## src/i2c_master_defs.sv

```systemverilog
// constants, states and bit-clock divider of the two-wire master
`default_nettype none

package i2c_master_defs;
    // ==================================================================
    // clock and rate figures
    localparam int unsigned mclk_hz = 25_000_000;
    localparam int unsigned standard_rate_bps = 100_000;
    localparam int unsigned fast_rate_bps = 400_000;
    // least divider value keeping the line within each mode's rate
    localparam int unsigned standard_min_div =
        (mclk_hz + 2 * standard_rate_bps - 1) / (2 * standard_rate_bps) - 1;
    localparam int unsigned fast_min_div =
        (mclk_hz + 2 * fast_rate_bps - 1) / (2 * fast_rate_bps) - 1;
    localparam int unsigned div_width = 8;
    localparam logic [div_width-1:0] div_reset = 8'h7c;

    // ==================================================================
    // byte and phase layout
    localparam int unsigned byte_width = 8;
    localparam logic [2:0] last_bit = 3'h7;
    localparam int unsigned dir_bit = 0;
    localparam logic [1:0] step_low = 2'h0;
    localparam logic [1:0] step_high = 2'h1;
    localparam logic [1:0] step_edge = 2'h2;
    localparam logic line_released = 1'b1;
    localparam logic line_low = 1'b0;

    // ==================================================================
    // sequencer states, gray along idle-start-bits-ack path
    typedef enum logic [2:0] {
        st_idle = 3'b000,
        st_start = 3'b001,
        st_bits = 3'b011,
        st_ack = 3'b010,
        st_stop = 3'b110
    } seq_state_type;
endpackage : i2c_master_defs

// ==================================================================
// half-period tick: one pulse every (divider+1) cycles while running
module i2c_half_tick #(
    parameter int unsigned width = i2c_master_defs::div_width
) (
    input wire logic mclk,
    input wire logic rst,
    input wire logic run,
    input wire logic [width-1:0] divider,
    output logic tick
);
    typedef struct packed {
        logic [width-1:0] count;
        logic tick;
    } tick_state_type;

    tick_state_type cur;
    tick_state_type next_cur;

    always_comb begin
        next_cur = cur;
        next_cur.tick = 1'b0;
        // restart from zero when idle so every phase starts full length
        if (!run) begin
            next_cur.count = '0;
        end else if (cur.count >= divider) begin
            next_cur.count = '0;
            next_cur.tick = 1'b1;
        end else begin
            next_cur.count = cur.count + 1'b1;
        end
    end

    always_ff @(posedge mclk) begin
        if (rst) begin
            cur <= '0;
        end else begin
            cur <= next_cur;
        end
    end

    assign tick = cur.tick;
endmodule : i2c_half_tick

`default_nettype wire

```

## src/i2c_master_controller.sv

```systemverilog
// master-only two-wire byte controller with plain control and status ports
`default_nettype none

module i2c_master_controller #(
    parameter int unsigned div_width = i2c_master_defs::div_width
) (
    input wire logic mclk,
    input wire logic rst,
    input wire logic [div_width-1:0] clock_divider_value,
    input wire logic start_request,
    input wire logic stop_request,
    input wire logic controller_enable,
    input wire logic ack_send_control,
    input wire logic [7:0] tx_data,
    input wire logic tx_write,
    input wire logic rx_read,
    output logic [7:0] rx_data,
    output logic op_complete_flag,
    output logic ack_received_flag,
    output logic rx_byte_ready_flag,
    output logic bus_owned,
    input wire logic sda_in,
    output logic sda_out,
    output logic sda_oe,
    output logic scl_out,
    output logic scl_oe
);
    // ==================================================================
    // state record
    typedef struct packed {
        i2c_master_defs::seq_state_type st;
        logic [1:0] step;
        logic [2:0] bitn;
        logic [7:0] shreg;
        logic [7:0] rxdata;
        logic complete;
        logic ackrx;
        logic rxready;
        logic owned;
        logic read_mode;
        logic is_addr;
        logic do_ack;
        logic scl;
        logic sda;
        logic sda_s1;
        logic sda_s2;
    } ctrl_state_type;

    ctrl_state_type cur;
    ctrl_state_type next_cur;
    logic tick;
    logic running;

    // ==================================================================
    // half-period timing
    assign running = (cur.st != i2c_master_defs::st_idle);

    i2c_half_tick #(
        .width(div_width)
    ) half_tick (
        .mclk(mclk),
        .rst(rst),
        .run(running),
        .divider(clock_divider_value),
        .tick(tick)
    );

    // ==================================================================
    // sequencer
    always_comb begin
        next_cur = cur;
        next_cur.sda_s1 = sda_in;
        next_cur.sda_s2 = cur.sda_s1;
        // software read of receive data clears the flag; a new byte wins below
        if (rx_read) begin
            next_cur.rxready = 1'b0;
        end
        case (cur.st)
            i2c_master_defs::st_idle: begin
                if (!controller_enable && !cur.owned) begin
                    next_cur.scl = i2c_master_defs::line_released;
                    next_cur.sda = i2c_master_defs::line_released;
                end
                if (tx_write && controller_enable) begin
                    next_cur.complete = 1'b0;
                    next_cur.shreg = tx_data;
                    next_cur.bitn = '0;
                    next_cur.do_ack = ack_send_control;
                    next_cur.is_addr = 1'b0;
                    if (stop_request) begin
                        next_cur.st = i2c_master_defs::st_stop;
                        next_cur.step = i2c_master_defs::step_low;
                    end else if (start_request) begin
                        next_cur.st = i2c_master_defs::st_start;
                        next_cur.is_addr = 1'b1;
                        // owned bus needs a repeated start from a low clock
                        next_cur.step = cur.owned ? i2c_master_defs::step_low
                                                  : i2c_master_defs::step_high;
                    end else begin
                        next_cur.st = i2c_master_defs::st_bits;
                        next_cur.step = i2c_master_defs::step_low;
                    end
                end
            end
            i2c_master_defs::st_start: begin
                if (tick) begin
                    case (cur.step)
                        i2c_master_defs::step_low: begin
                            next_cur.scl = i2c_master_defs::line_released;
                            next_cur.sda = i2c_master_defs::line_released;
                            next_cur.step = i2c_master_defs::step_high;
                        end
                        i2c_master_defs::step_high: begin
                            next_cur.scl = i2c_master_defs::line_released;
                            next_cur.sda = i2c_master_defs::line_low;
                            next_cur.owned = 1'b1;
                            next_cur.step = i2c_master_defs::step_edge;
                        end
                        default: begin
                            next_cur.scl = i2c_master_defs::line_low;
                            next_cur.st = i2c_master_defs::st_bits;
                            next_cur.step = i2c_master_defs::step_low;
                        end
                    endcase
                end else if (cur.step == i2c_master_defs::step_low) begin
                    next_cur.scl = i2c_master_defs::line_low;
                    next_cur.sda = i2c_master_defs::line_released;
                end
            end
            i2c_master_defs::st_bits: begin
                if (cur.step == i2c_master_defs::step_low) begin
                    next_cur.scl = i2c_master_defs::line_low;
                    // reading releases data so the slave can drive it
                    next_cur.sda = (cur.read_mode && !cur.is_addr)
                                   ? i2c_master_defs::line_released
                                   : cur.shreg[7];
                    if (tick) begin
                        next_cur.step = i2c_master_defs::step_high;
                        next_cur.scl = i2c_master_defs::line_released;
                    end
                end else if (tick) begin
                    next_cur.scl = i2c_master_defs::line_low;
                    next_cur.shreg = {cur.shreg[6:0], cur.sda_s2};
                    next_cur.bitn = cur.bitn + 1'b1;
                    next_cur.step = i2c_master_defs::step_low;
                    if (cur.bitn == i2c_master_defs::last_bit) begin
                        next_cur.st = i2c_master_defs::st_ack;
                    end
                end
            end
            i2c_master_defs::st_ack: begin
                if (cur.step == i2c_master_defs::step_low) begin
                    next_cur.scl = i2c_master_defs::line_low;
                    if (cur.read_mode && !cur.is_addr) begin
                        next_cur.sda = cur.do_ack ? i2c_master_defs::line_low
                                                  : i2c_master_defs::line_released;
                    end else begin
                        next_cur.sda = i2c_master_defs::line_released;
                    end
                    if (tick) begin
                        next_cur.step = i2c_master_defs::step_high;
                        next_cur.scl = i2c_master_defs::line_released;
                    end
                end else if (tick) begin
                    next_cur.scl = i2c_master_defs::line_low;
                    next_cur.st = i2c_master_defs::st_idle;
                    next_cur.step = i2c_master_defs::step_low;
                    next_cur.complete = 1'b1;
                    if (cur.read_mode && !cur.is_addr) begin
                        next_cur.rxdata = cur.shreg;
                        next_cur.rxready = 1'b1;
                    end else begin
                        next_cur.ackrx = (cur.sda_s2 == i2c_master_defs::line_low);
                    end
                    if (cur.is_addr) begin
                        // sampled copy of the sent byte keeps its bit order
                        next_cur.read_mode = cur.shreg[i2c_master_defs::dir_bit];
                    end
                end
            end
            i2c_master_defs::st_stop: begin
                if (!cur.owned) begin
                    // nothing to release: finish at once
                    next_cur.st = i2c_master_defs::st_idle;
                    next_cur.complete = 1'b1;
                end else if (tick) begin
                    case (cur.step)
                        i2c_master_defs::step_low: begin
                            next_cur.scl = i2c_master_defs::line_released;
                            next_cur.step = i2c_master_defs::step_high;
                        end
                        default: begin
                            next_cur.sda = i2c_master_defs::line_released;
                            next_cur.owned = 1'b0;
                            next_cur.read_mode = 1'b0;
                            next_cur.st = i2c_master_defs::st_idle;
                            next_cur.complete = 1'b1;
                        end
                    endcase
                end else if (cur.step == i2c_master_defs::step_low) begin
                    next_cur.scl = i2c_master_defs::line_low;
                    next_cur.sda = i2c_master_defs::line_low;
                end
            end
            default: begin
                next_cur.st = i2c_master_defs::st_idle;
            end
        endcase
    end

    always_ff @(posedge mclk) begin
        if (rst) begin
            cur <= '0;
            cur.st <= i2c_master_defs::st_idle;
            cur.complete <= 1'b1;
            cur.scl <= i2c_master_defs::line_released;
            cur.sda <= i2c_master_defs::line_released;
            cur.sda_s1 <= 1'b1;
            cur.sda_s2 <= 1'b1;
        end else begin
            cur <= next_cur;
        end
    end

    // ==================================================================
    // outputs; open-drain, so only the low level is ever driven
    assign rx_data = cur.rxdata;
    assign op_complete_flag = cur.complete;
    assign ack_received_flag = cur.ackrx;
    assign rx_byte_ready_flag = cur.rxready;
    assign bus_owned = cur.owned;
    assign sda_out = 1'b0;
    assign scl_out = 1'b0;
    assign sda_oe = ~cur.sda;
    assign scl_oe = ~cur.scl;
endmodule : i2c_master_controller

`default_nettype wire

```

## config.mk

```make
export PLATFORM = sky130hd
export DESIGN_NAME = i2c_master_controller
export DESIGN_NICKNAME = d
export VERILOG_FILES = /design/src/i2c_master_defs.sv /design/src/i2c_master_controller.sv
export SDC_FILE = /design/constraint.sdc
export NUM_CORES = 1
export LEC_CHECK = 0
export BUFFER_PORTS_ARGS = -buffer_cell sky130_fd_sc_hd__buf_2
export CORE_MARGIN = 2
export CORE_UTILIZATION = 48
export CTS_CLUSTER_SIZE = 28
export DETAILED_ROUTE_END_ITERATION = 8
export GPL_TIMING_DRIVEN = 0
export HOLD_SLACK_MARGIN = 0.03
export PLACE_DENSITY = 0.8
export SLEW_MARGIN = 15
export SYNTH_ARGS = -nofsm -noshare
export SYNTH_HDL_FRONTEND = slang
export SYNTH_SLANG_ARGS = --single-unit
```

## constraint.sdc

```tcl
create_clock -name mclk -period 3.7 [get_ports mclk]
set_clock_uncertainty 0.1 [all_clocks]
set_input_delay 0.74 -clock mclk [delete_from_list [all_inputs] [get_ports mclk]]
set_output_delay 0.74 -clock mclk [all_outputs]
set_load 0.05 [all_outputs]
```

==> flow_summary_export.csv, run 1 <==
group,metric,value,unit
cts,clk_latency,0.30,ns
setup_path,cp_cell_sequence,"buf_2 > ha_1 > nand2b_1 > a211o_1 > a21oi_1 > o211ai_1 > nor2_1",
grt,busiest_layer,"met2",
cts,cts_tree,"built",
detailed_routing,drt_first_pass_iters,4,
grt,grtUsageMet1,25.5,%
grt,grt_use_total,19.7,%
timing,fin_crit,2.10,ns
grt,met3_usage,3.97,%
worst_hold_path,holdCritPathClass,"reg2reg",
layout,layout_common_cells,"nor2_1 (44), dfxtp_1 (44), buf_2 (42)",
detailed_routing,antenna_left,0,
placement,placed_area,0.00273,mm2
timing,finalSetupViolations,0,
cts,h-tree-depth,2,
layout,multi_input_area,0.00136,mm2
cts,cts_buffers,5,
flow_run,max_cap_viol_count,0,
layout,nFillCells,485,
logic_synthesis,synth_top_area_share,35.9,%
timing,max_slew.worst_pin.slew,0.645,ns
power,ir_worst_vdd,0.223,mV
placement,gp_congestion,0.915,
cts,cts.path.max_buffers,2,
layout,areaGrowthSynthToFinish,15.2,%
setup_path,cp-end-kind,"register",
grt,grt_pass1_vias,1942,
setup_path,crit_type,"in2reg",
timing,final.setup.tns,0,ns
grt,met2_usage,33.3,%
timing,post-route-period-util,56.7,%
floorplan,ios,41,
power,p_per_area,551,mW/mm2
power,power.total,1.56,mW
floorplan,dieArea,0.00570,mm2
layout,design_area,0.00283,mm2
logic_synthesis,netlist_area,0.00245,mm2
detailed_routing,wl,5220,um
logic_synthesis,synth-edff-count,0,
logic_synthesis,synthArstFlopShare,0,%
layout,layout-drive-gt1-share,25.4,%
detailed_routing,drtIter0Drc,147,
setup_path,startpoint_type,"input pin",
placement,hpwl,3850,um
placement,port-buffer-count,37,
detailed_routing,vias,2028,
detailed_routing,post_drt_wl_per_cell,13.3,um
detailed_routing,vias_per_cell,5.16,
worst_hold_path,worstHoldStart,"cur[1]",
cts,ctsResizeCount,0,
setup_path,critPathArrivalTime,2.22,ns
timing,clock.fmax,476,MHz
grt,grt-ovfl-total,0,
setup_path,slowest_stage,"o211ai_1",
timing,relSlewSlack,56.8,%
timing,grt_setup_unrepaired,"no",
placement,pre_cts_slack,1.28,ns
floorplan,fp.dieW,75.5,um
floorplan,rows,26,
detailed_routing,drc,0,
grt,grt_antenna_before_repair,0,
worst_hold_path,whs_endpoint,"cur[0]",
logic_synthesis,synth.distinct_cells,57,
logic_synthesis,synth_area_leaders,"dfxtp_1 (36%), mux2i_1 (8.2%), nor2_1 (6.7%)",
logic_synthesis,synth.largest_area_cell,"dfxtp_1",
cts,cts_root_buffer,"clkbuf_8",
grt,grt_pass1_wl,8630,um
run_status,outcome,"completed",
setup_path,crit_fanout,8,
worst_hold_path,hold_path_depth,1,
floorplan,die_h,75.5,um
grt,grt_max_degree,15,
timing,slew_violations,0,
setup_path,max_stage_delay,0.31,ns
power,p_leak,1.34,nW
setup_path,required,3.83,ns
timing,hold_viol,0,
logic_synthesis,synthCells,277,
setup_path,reg2reg_slack,1.69,ns
logic_synthesis,seq_area_frac_synth,35.9,%
cts,post-cts-setup-buffers,0,
layout,insertedDiodeCount,0,
logic_synthesis,avgSynthCellArea,8.86,um2
logic_synthesis,synth_warnings,0,
cts,cts_hold_buf,0,
logic_synthesis,synth-seq-cells,44,
floorplan,core,0.00501,mm2
layout,nNetsFinal,358,
timing,fin_ws,1.60,ns
logic_synthesis,synth_ff_type,"dfxtp_1",
layout,seqCellArea,881,um2
setup_path,timing.rr.end,"half_tick.cur[7]",
cts,cts_sinks,44,
setup_path,r2r_start,"half_tick.cur[1]",
cts,path_clk_slew,0.09,ns
setup_path,r2r_cells,7,
floorplan,start_util,49.0,%
where the power goes:
part | switching, mW | total, mW | internal (mW)
logic | 0.390 | 0.646 | 0.257
clock network | 0.173 | 0.325 | 0.151
registers | 0.0552 | 0.587 | 0.532
stage by stage:
step	util [%]	hold slack, ns	std cells
floorplan	-	0.289	278
global placement	54.5	0.295	385
detailed placement	54.5	0.297	385
CTS	56.4	0.317	393
global route	56.4	0.342	393
finish	56.4	0.317	393
sequential cells by signal, summed over array words and instances (netlist names):
signal,flops
ack_received_flag,1
bus_owned,1
cur,23
half_tick.cur,8
half_tick.tick,1
op_complete_flag,1
rx_byte_ready_flag,1
rx_data,8
worst max-delay path by stage:
| stage | startpoint | endpoint | slack [ns] | cells past startpoint |
|---|---|---|---|---|
| floorplan | clock_divider_value[0] | half_tick.cur[3] | 1.64 | 6 |
| finish | clock_divider_value[0] | half_tick.cur[7] | 1.60 | 7 |
| CTS | clock_divider_value[0] | half_tick.cur[7] | 1.59 | 7 |
| global route | clock_divider_value[0] | half_tick.cur[7] | 1.40 | 7 |
| detailed placement | clock_divider_value[0] | half_tick.cur[4] | 1.28 | 7 |
| global placement | clock_divider_value[0] | half_tick.cur[8] | 1.34 | 7 |
kinds of logic (layout without fill, tap and decap cells):
family,after synthesis,count (layout),share of synthesized area (%)
buf+inv,39,84,8.67
simple gates,99,99,21.0
mux,20,20,8.16
compound gates,56,56,18.0
flops,44,44,35.9
fa+ha+maj,11,11,5.61
other cells,1,2,0.153
xor+xnor,7,7,2.50
synth_stat cells, drive strengths merged, types with 2 or more instances:
cell,number
nor3,7
and2,2
and3,2
ha,11
buf,19
a21oi,15
a2111oi,2
nand3b,2
dfxtp,44
o21ai,8
a211oi,11
xor2,6
o32ai,2
o21a,2
nor2b,6
mux2i,20
nand2,8
or2,2
nand4,2
a21o,3
nor4,2
nand2b,7
clkbuf,5
a211o,2
nand3,9
nor2,45
o211ai,2
inv,15
a22oi,2
layout make-up:
| class | instances | area share (%) |
|---|---|---|
| clock inverter | 2 | 0.531 |
| inverter | 15 | 1.99 |
| clock buffer | 6 | 2.92 |
| timing repair buffer | 37 | 6.55 |
| buffer | 24 | 5.53 |
| tap | 70 | 3.10 |
| multi-input combinational | 195 | 48.2 |
| sequential | 44 | 31.2 |
worst max-delay path, delay by kind of cell:
kind            cells  cell delay (ns)
simple gates        2             0.33
buf+inv             1             0.10
compound gates      3             0.79
fa+ha+maj           1             0.27
per-layer routing:
| layer | share of wire, % | up-vias |
|---|---|---|
| met5 | 0 | - |
| met4 | 0.52 | 0 |
| met3 | 3.6 | 2 |
| met2 | 49 | 37 |
| met1 | 47 | 943 |
| li1 | - | 1046 |
No activity file was read; power rests on OpenSTA's default activity.
==> run 2, diff against run 1 <==
--- a/config.mk
+++ b/config.mk
@@ -12,7 +12,7 @@
 export DETAILED_ROUTE_END_ITERATION = 8
 export GPL_TIMING_DRIVEN = 0
 export HOLD_SLACK_MARGIN = 0.03
-export PLACE_DENSITY = 0.8
+export PLACE_DENSITY = 0.82
 export SLEW_MARGIN = 15
 export SYNTH_ARGS = -nofsm -noshare
 export SYNTH_HDL_FRONTEND = slang
==> constraint.sdc (replaced) <==
create_clock -name mclk -period 1.8 [get_ports mclk]
set_clock_uncertainty 0.1 [all_clocks]
set_input_delay 0.36 -clock mclk [delete_from_list [all_inputs] [get_ports mclk]]
set_output_delay 0.36 -clock mclk [all_outputs]
set_load 0.05 [all_outputs]
==> flow_summary_export.csv, run 2 (synthesized netlist as in run 1, its figures left out) <==
group,metric,value,unit
floorplan,die_h,75.5,um
power,p_leak,1.41,nW
setup_path,slowest_stage,"a2111oi_4",
detailed_routing,drc,0,
layout,mostFrequentLayoutCell,"nor2_1",
layout,nFillCells,425,
detailed_routing,vias,2146,
placement,pre_cts_slack,-0.224,ns
cts,clk_latency,0.29,ns
setup_path,crit_fanout,4,
detailed_routing,vias_per_cell,5.30,
timing,finalSetupViolations,0,
floorplan,core,0.00501,mm2
cts,cts_buffers,5,
layout,design_area,0.00302,mm2
grt,grt_antenna_before_repair,0,
layout,insertedDiodeCount,0,
grt,grt-ovfl-total,0,
setup_path,path_delay_family,"compound AO/OA/AOI/OAI gates",
placement,placed_area,0.00273,mm2
flow_run,max_cap_viol_count,0,
grt,grt_use_total,19.6,%
floorplan,dieArea,0.00570,mm2
timing,hold_viol,0,
placement,dp.cells,385,
layout,layout_common_cells,"nor2_1 (43), buf_2 (41), dfxtp_1 (36)",
setup_path,cp-end-kind,"register",
setup_path,worstPathBufferInverterCount,0,
timing,slew_violations,0,
setup_path,startpoint_type,"register",
power,p_per_area,1140,mW/mm2
run_status,outcome,"completed",
cts,cts.path.max_buffers,2,
setup_path,critPathArrivalTime,1.84,ns
detailed_routing,post_drt_wl_per_cell,14.1,um
grt,grt_pass1_vias,1953,
floorplan,ios,41,
detailed_routing,antenna_left,0,
floorplan,rows,26,
detailed_routing,drtIter0Drc,184,
cts,cts_sinks,44,
layout,areaGrowthSynthToFinish,23.2,%
grt,grt_pass1_wl,8610,um
detailed_routing,wl,5720,um
placement,port-buffer-count,37,
cts,h-tree-depth,2,
layout,nNetsFinal,370,
power,power.total,3.46,mW
placement,gp_congestion,0.902,
setup_path,crit_type,"reg2reg",
setup_path,max_stage_delay,0.41,ns
timing,max_slew.worst_pin.slew,0.561,ns
placement,hpwl,3920,um
cts,path_clk_slew,0.08,ns
cts,cts_root_buffer,"clkbuf_8",
setup_path,cpMostUsedCell,"ha_4",
timing,clock.fmax,562,MHz
layout,largest_register,"cur",
floorplan,fp.dieW,75.5,um
grt,grt_max_degree,14,
detailed_routing,drt_first_pass_iters,4,
cts,cts_tree,"built",
floorplan,start_util,49.0,%
power,ir_worst_vdd,0.594,mV
timing,final.setup.tns,0,ns
layout,instances_no_fill,405,
layout,layout-drive-gt1-share,32.8,%
timing,hold_slack,0.149,ns
setup_path,cp_cell_sequence,"ha_4 > ha_4 > nand2b_4 > a311oi_4 > a2111oi_4 > mux2i_1 > nor2_1",
layout,final_util,60.3,%
timing,relSlewSlack,62.6,%
timing,fin_crit,1.78,ns
timing,post-route-period-util,98.9,%
worst_hold_path,holdCritPathClass,"in2reg",
setup_path,required,1.86,ns
timing,fin_ws,0.0196,ns
layout,largest_reg_flops,23,
timing,grt_setup_unrepaired,"yes",
run 2: worst paths after layout:
check | start | depth (start not counted) | slack [ns] | end
max | cur[27] | 7 | 0.02 | cur[33]
max reg2reg | cur[27] | 7 | 0.02 | cur[33]
min | sda_in | 2 | 0.15 | cur[1]
min reg2reg | cur[1] | 1 | 0.32 | cur[0]
run 2: routing by layer:
| metal | global-route usage [%] | up-vias | wire, um |
|---|---|---|---|
| met1 | 24.0 | 998 | 2450 |
| met3 | 4.37 | 15 | 294 |
| li1 | - | 1071 | - |
| met2 | 33.8 | 62 | 2840 |
| met5 | 0 | - | 0 |
| met4 | 7.02 | 0 | 127 |
run 2: cell type report:
cell class	instances	area, um2	share of cell area [%]
flip-flops and latches	44	893	29.6
clock inverters	1	7.51	0.248
inverters	15	56.3	1.86
repair buffers	49	275	9.11
multi-input cells	195	1450	48.1
plain buffers	24	163	5.38
well taps	70	87.6	2.90
clock buffers	7	86.3	2.86
run 2: what timing repair did:
item,4_1_cts,5_1_grt
gates resized for setup,4,20
buffers inserted,2,10
hold buffers,0,0
endpoints found under the setup margin,11,31
pin swaps,3,8
run 2: worst reg2reg max path: stages (launching register included):
cell and delay, ns:
dfxtp_2 0.36, ha_4 0.14, ha_4 0.11, nand2b_4 0.12, a311oi_4 0.11, a2111oi_4 0.41
mux2i_1 0.24, nor2_1 0.06
run 2: power breakdown:
group          internal [mW]  leakage [nW]  switching (mW)
Sequential              1.11         0.362           0.116
Combinational          0.684          1.00           0.915
Clock                  0.312        0.0445           0.325
==> run 3, diff against run 2 <==
--- a/config.mk
+++ b/config.mk
@@ -13,6 +13,7 @@
 export GPL_TIMING_DRIVEN = 0
 export HOLD_SLACK_MARGIN = 0.03
 export PLACE_DENSITY = 0.82
+export SETUP_SLACK_MARGIN = 0.3
 export SLEW_MARGIN = 15
 export SYNTH_ARGS = -nofsm -noshare
 export SYNTH_HDL_FRONTEND = slang
==> flow_summary_export.csv, run 3 (synthesized netlist as in run 1, its figures left out) <==
group,metric,value,unit
setup_path,r2r_start,"cur[27]",
cts,cts_tree,"built",
timing,grt_setup_unrepaired,"yes",
setup_path,crit_cells,7,
setup_path,timing.rr.end,"cur[33]",
floorplan,rows,26,
power,p_per_area,1220,mW/mm2
grt,grt_antenna_before_repair,0,
timing,hold_viol,0,
layout,largest_reg_flops,23,
timing,clock.fmax,563,MHz
setup_path,r2r_cells,7,
setup_path,crit_fanout,4,
setup_path,path_delay_family,"compound AO/OA/AOI/OAI gates",
power,ir_worst_vdd,0.845,mV
detailed_routing,drc,0,
setup_path,reg2reg_slack,0.02,ns
timing,finalSetupViolations,0,
setup_path,crit_type,"reg2reg",
detailed_routing,vias_per_cell,5.94,
detailed_routing,drtIter0Drc,280,
timing,relSlewSlack,51.8,%
setup_path,cp_cell_sequence,"ha_4 > ha_4 > nand2b_4 > a311oi_4 > a2111oi_4 > mux2i_1 > nor2_1",
detailed_routing,vias,2550,
run_status,outcome,"completed",
setup_path,cp-end-kind,"register",
grt,grt_max_degree,16,
cts,cts.path.max_buffers,2,
worst_hold_path,holdCritPathClass,"in2reg",
cts,clk_latency,0.33,ns
cts,cts_sinks,44,
timing,fin_crit,1.78,ns
timing,max_slew.worst_pin.slew,0.724,ns
setup_path,cpMostUsedCell,"ha_4",
timing,post-route-period-util,98.7,%
timing,final.setup.tns,0,ns
placement,gp_congestion,0.939,
layout,layout_common_cells,"buf_4 (33), dfxtp_1 (33), buf_2 (33)",
cts,cts_buffers,5,
floorplan,fp.dieW,75.5,um
cts,h-tree-depth,2,
floorplan,start_util,49.0,%
timing,slew_violations,0,
flow_run,max_cap_viol_count,0,
setup_path,critPathArrivalTime,1.88,ns
detailed_routing,drt_first_pass_iters,5,
setup_path,worstPathBufferInverterCount,0,
setup_path,slowest_stage,"dfxtp_2",
floorplan,ios,41,
grt,grt_use_total,25.5,%
layout,insertedDiodeCount,0,
placement,hpwl,3810,um
placement,dp.cells,385,
layout,instances_no_fill,429,
placement,port-buffer-count,37,
setup_path,critPathCapture,"cur[33]",
cts,cts_hold_buf,0,
floorplan,dieArea,0.00570,mm2
power,power.total,4.49,mW
layout,layout-drive-gt1-share,51.5,%
floorplan,core,0.00501,mm2
cts,cts_root_buffer,"clkbuf_8",
setup_path,crit_path_start,"cur[27]",
cts,path_clk_slew,0.10,ns
layout,largest_register,"cur",
setup_path,required,1.90,ns
grt,grt-ovfl-total,0,
power,p_leak,1.67,nW
setup_path,startpoint_type,"register",
detailed_routing,wl,8330,um
grt,grt_pass1_vias,2190,
setup_path,max_stage_delay,0.37,ns
floorplan,die_h,75.5,um
detailed_routing,post_drt_wl_per_cell,19.4,um
layout,nNetsFinal,394,
layout,areaGrowthSynthToFinish,49.5,%
grt,grt_pass1_wl,10800,um
layout,nFillCells,325,
detailed_routing,antenna_left,0,
-- run 3: cell count changes in the layout (fill, tap and decap cells not counted), moves of 5 or more --
cell      delta
a211oi_1     -7
nor2_1      -16
buf_4       +10
buf_6        +7
a21oi_1      -5
nor2_2      +11
buf_2        -8
a211oi_2     +7
nor2_4       +5
-- run 3: metrics by stage --
stage	instance area (um2)	utilization (%)	hold WS, ns	worst slack, ns
6_report	3670	73.2	0.117	0.0226
4_1_cts	3400	67.8	0.129	0.0854
2_1_floorplan	2510	-	0.289	0.155
5_1_grt	3670	73.2	0.130	-0.0110
3_3_place_gp	2780	55.5	0.294	-0.0958
3_5_place_dp	2780	55.5	0.294	-0.157
-- run 3: worst min path at each step --
stage                       from     end  slack, ns  cells after the start
after floorplan           cur[1]  cur[0]       0.29                      1
after global placement    cur[1]  cur[0]       0.29                      1
after detailed placement  cur[1]  cur[0]       0.29                      1
after CTS                 sda_in  cur[1]       0.13                      2
after global routing      sda_in  cur[1]       0.13                      2
final                     sda_in  cur[1]       0.12                      2
-- run 3: where the power goes --
part / internal, mW / leakage, nW / switching [mW] / total, mW
Combinational: 1.16 / 1.25 / 1.23 / 2.39
Sequential: 1.11 / 0.364 / 0.161 / 1.27
Clock: 0.419 / 0.0548 / 0.405 / 0.824
-- run 3: timing repair --
action	CTS	global route
setup endpoints to repair	40	45
setup buffers	20	11
gates resized for setup	63	43
cloned	4	1
pin swaps	22	33
-- run 3: final cells by class --
cell class / instances / area, um2 / area share [%]
plain buffers: 24 / 218 / 5.93
repair buffers: 72 / 574 / 15.7
clock inverters: 3 / 46.3 / 1.26
inverters: 15 / 56.3 / 1.53
multi-input cells: 196 / 1710 / 46.7
flip-flops and latches: 44 / 905 / 24.7
clock buffers: 5 / 68.8 / 1.88
well taps: 70 / 87.6 / 2.39
-- run 3: routing by layer --
layer	GRT usage, %	wire length (um)
met5	0	0
met4	12.5	437
met3	5.16	602
met2	41.7	4010
met1	32.1	3280
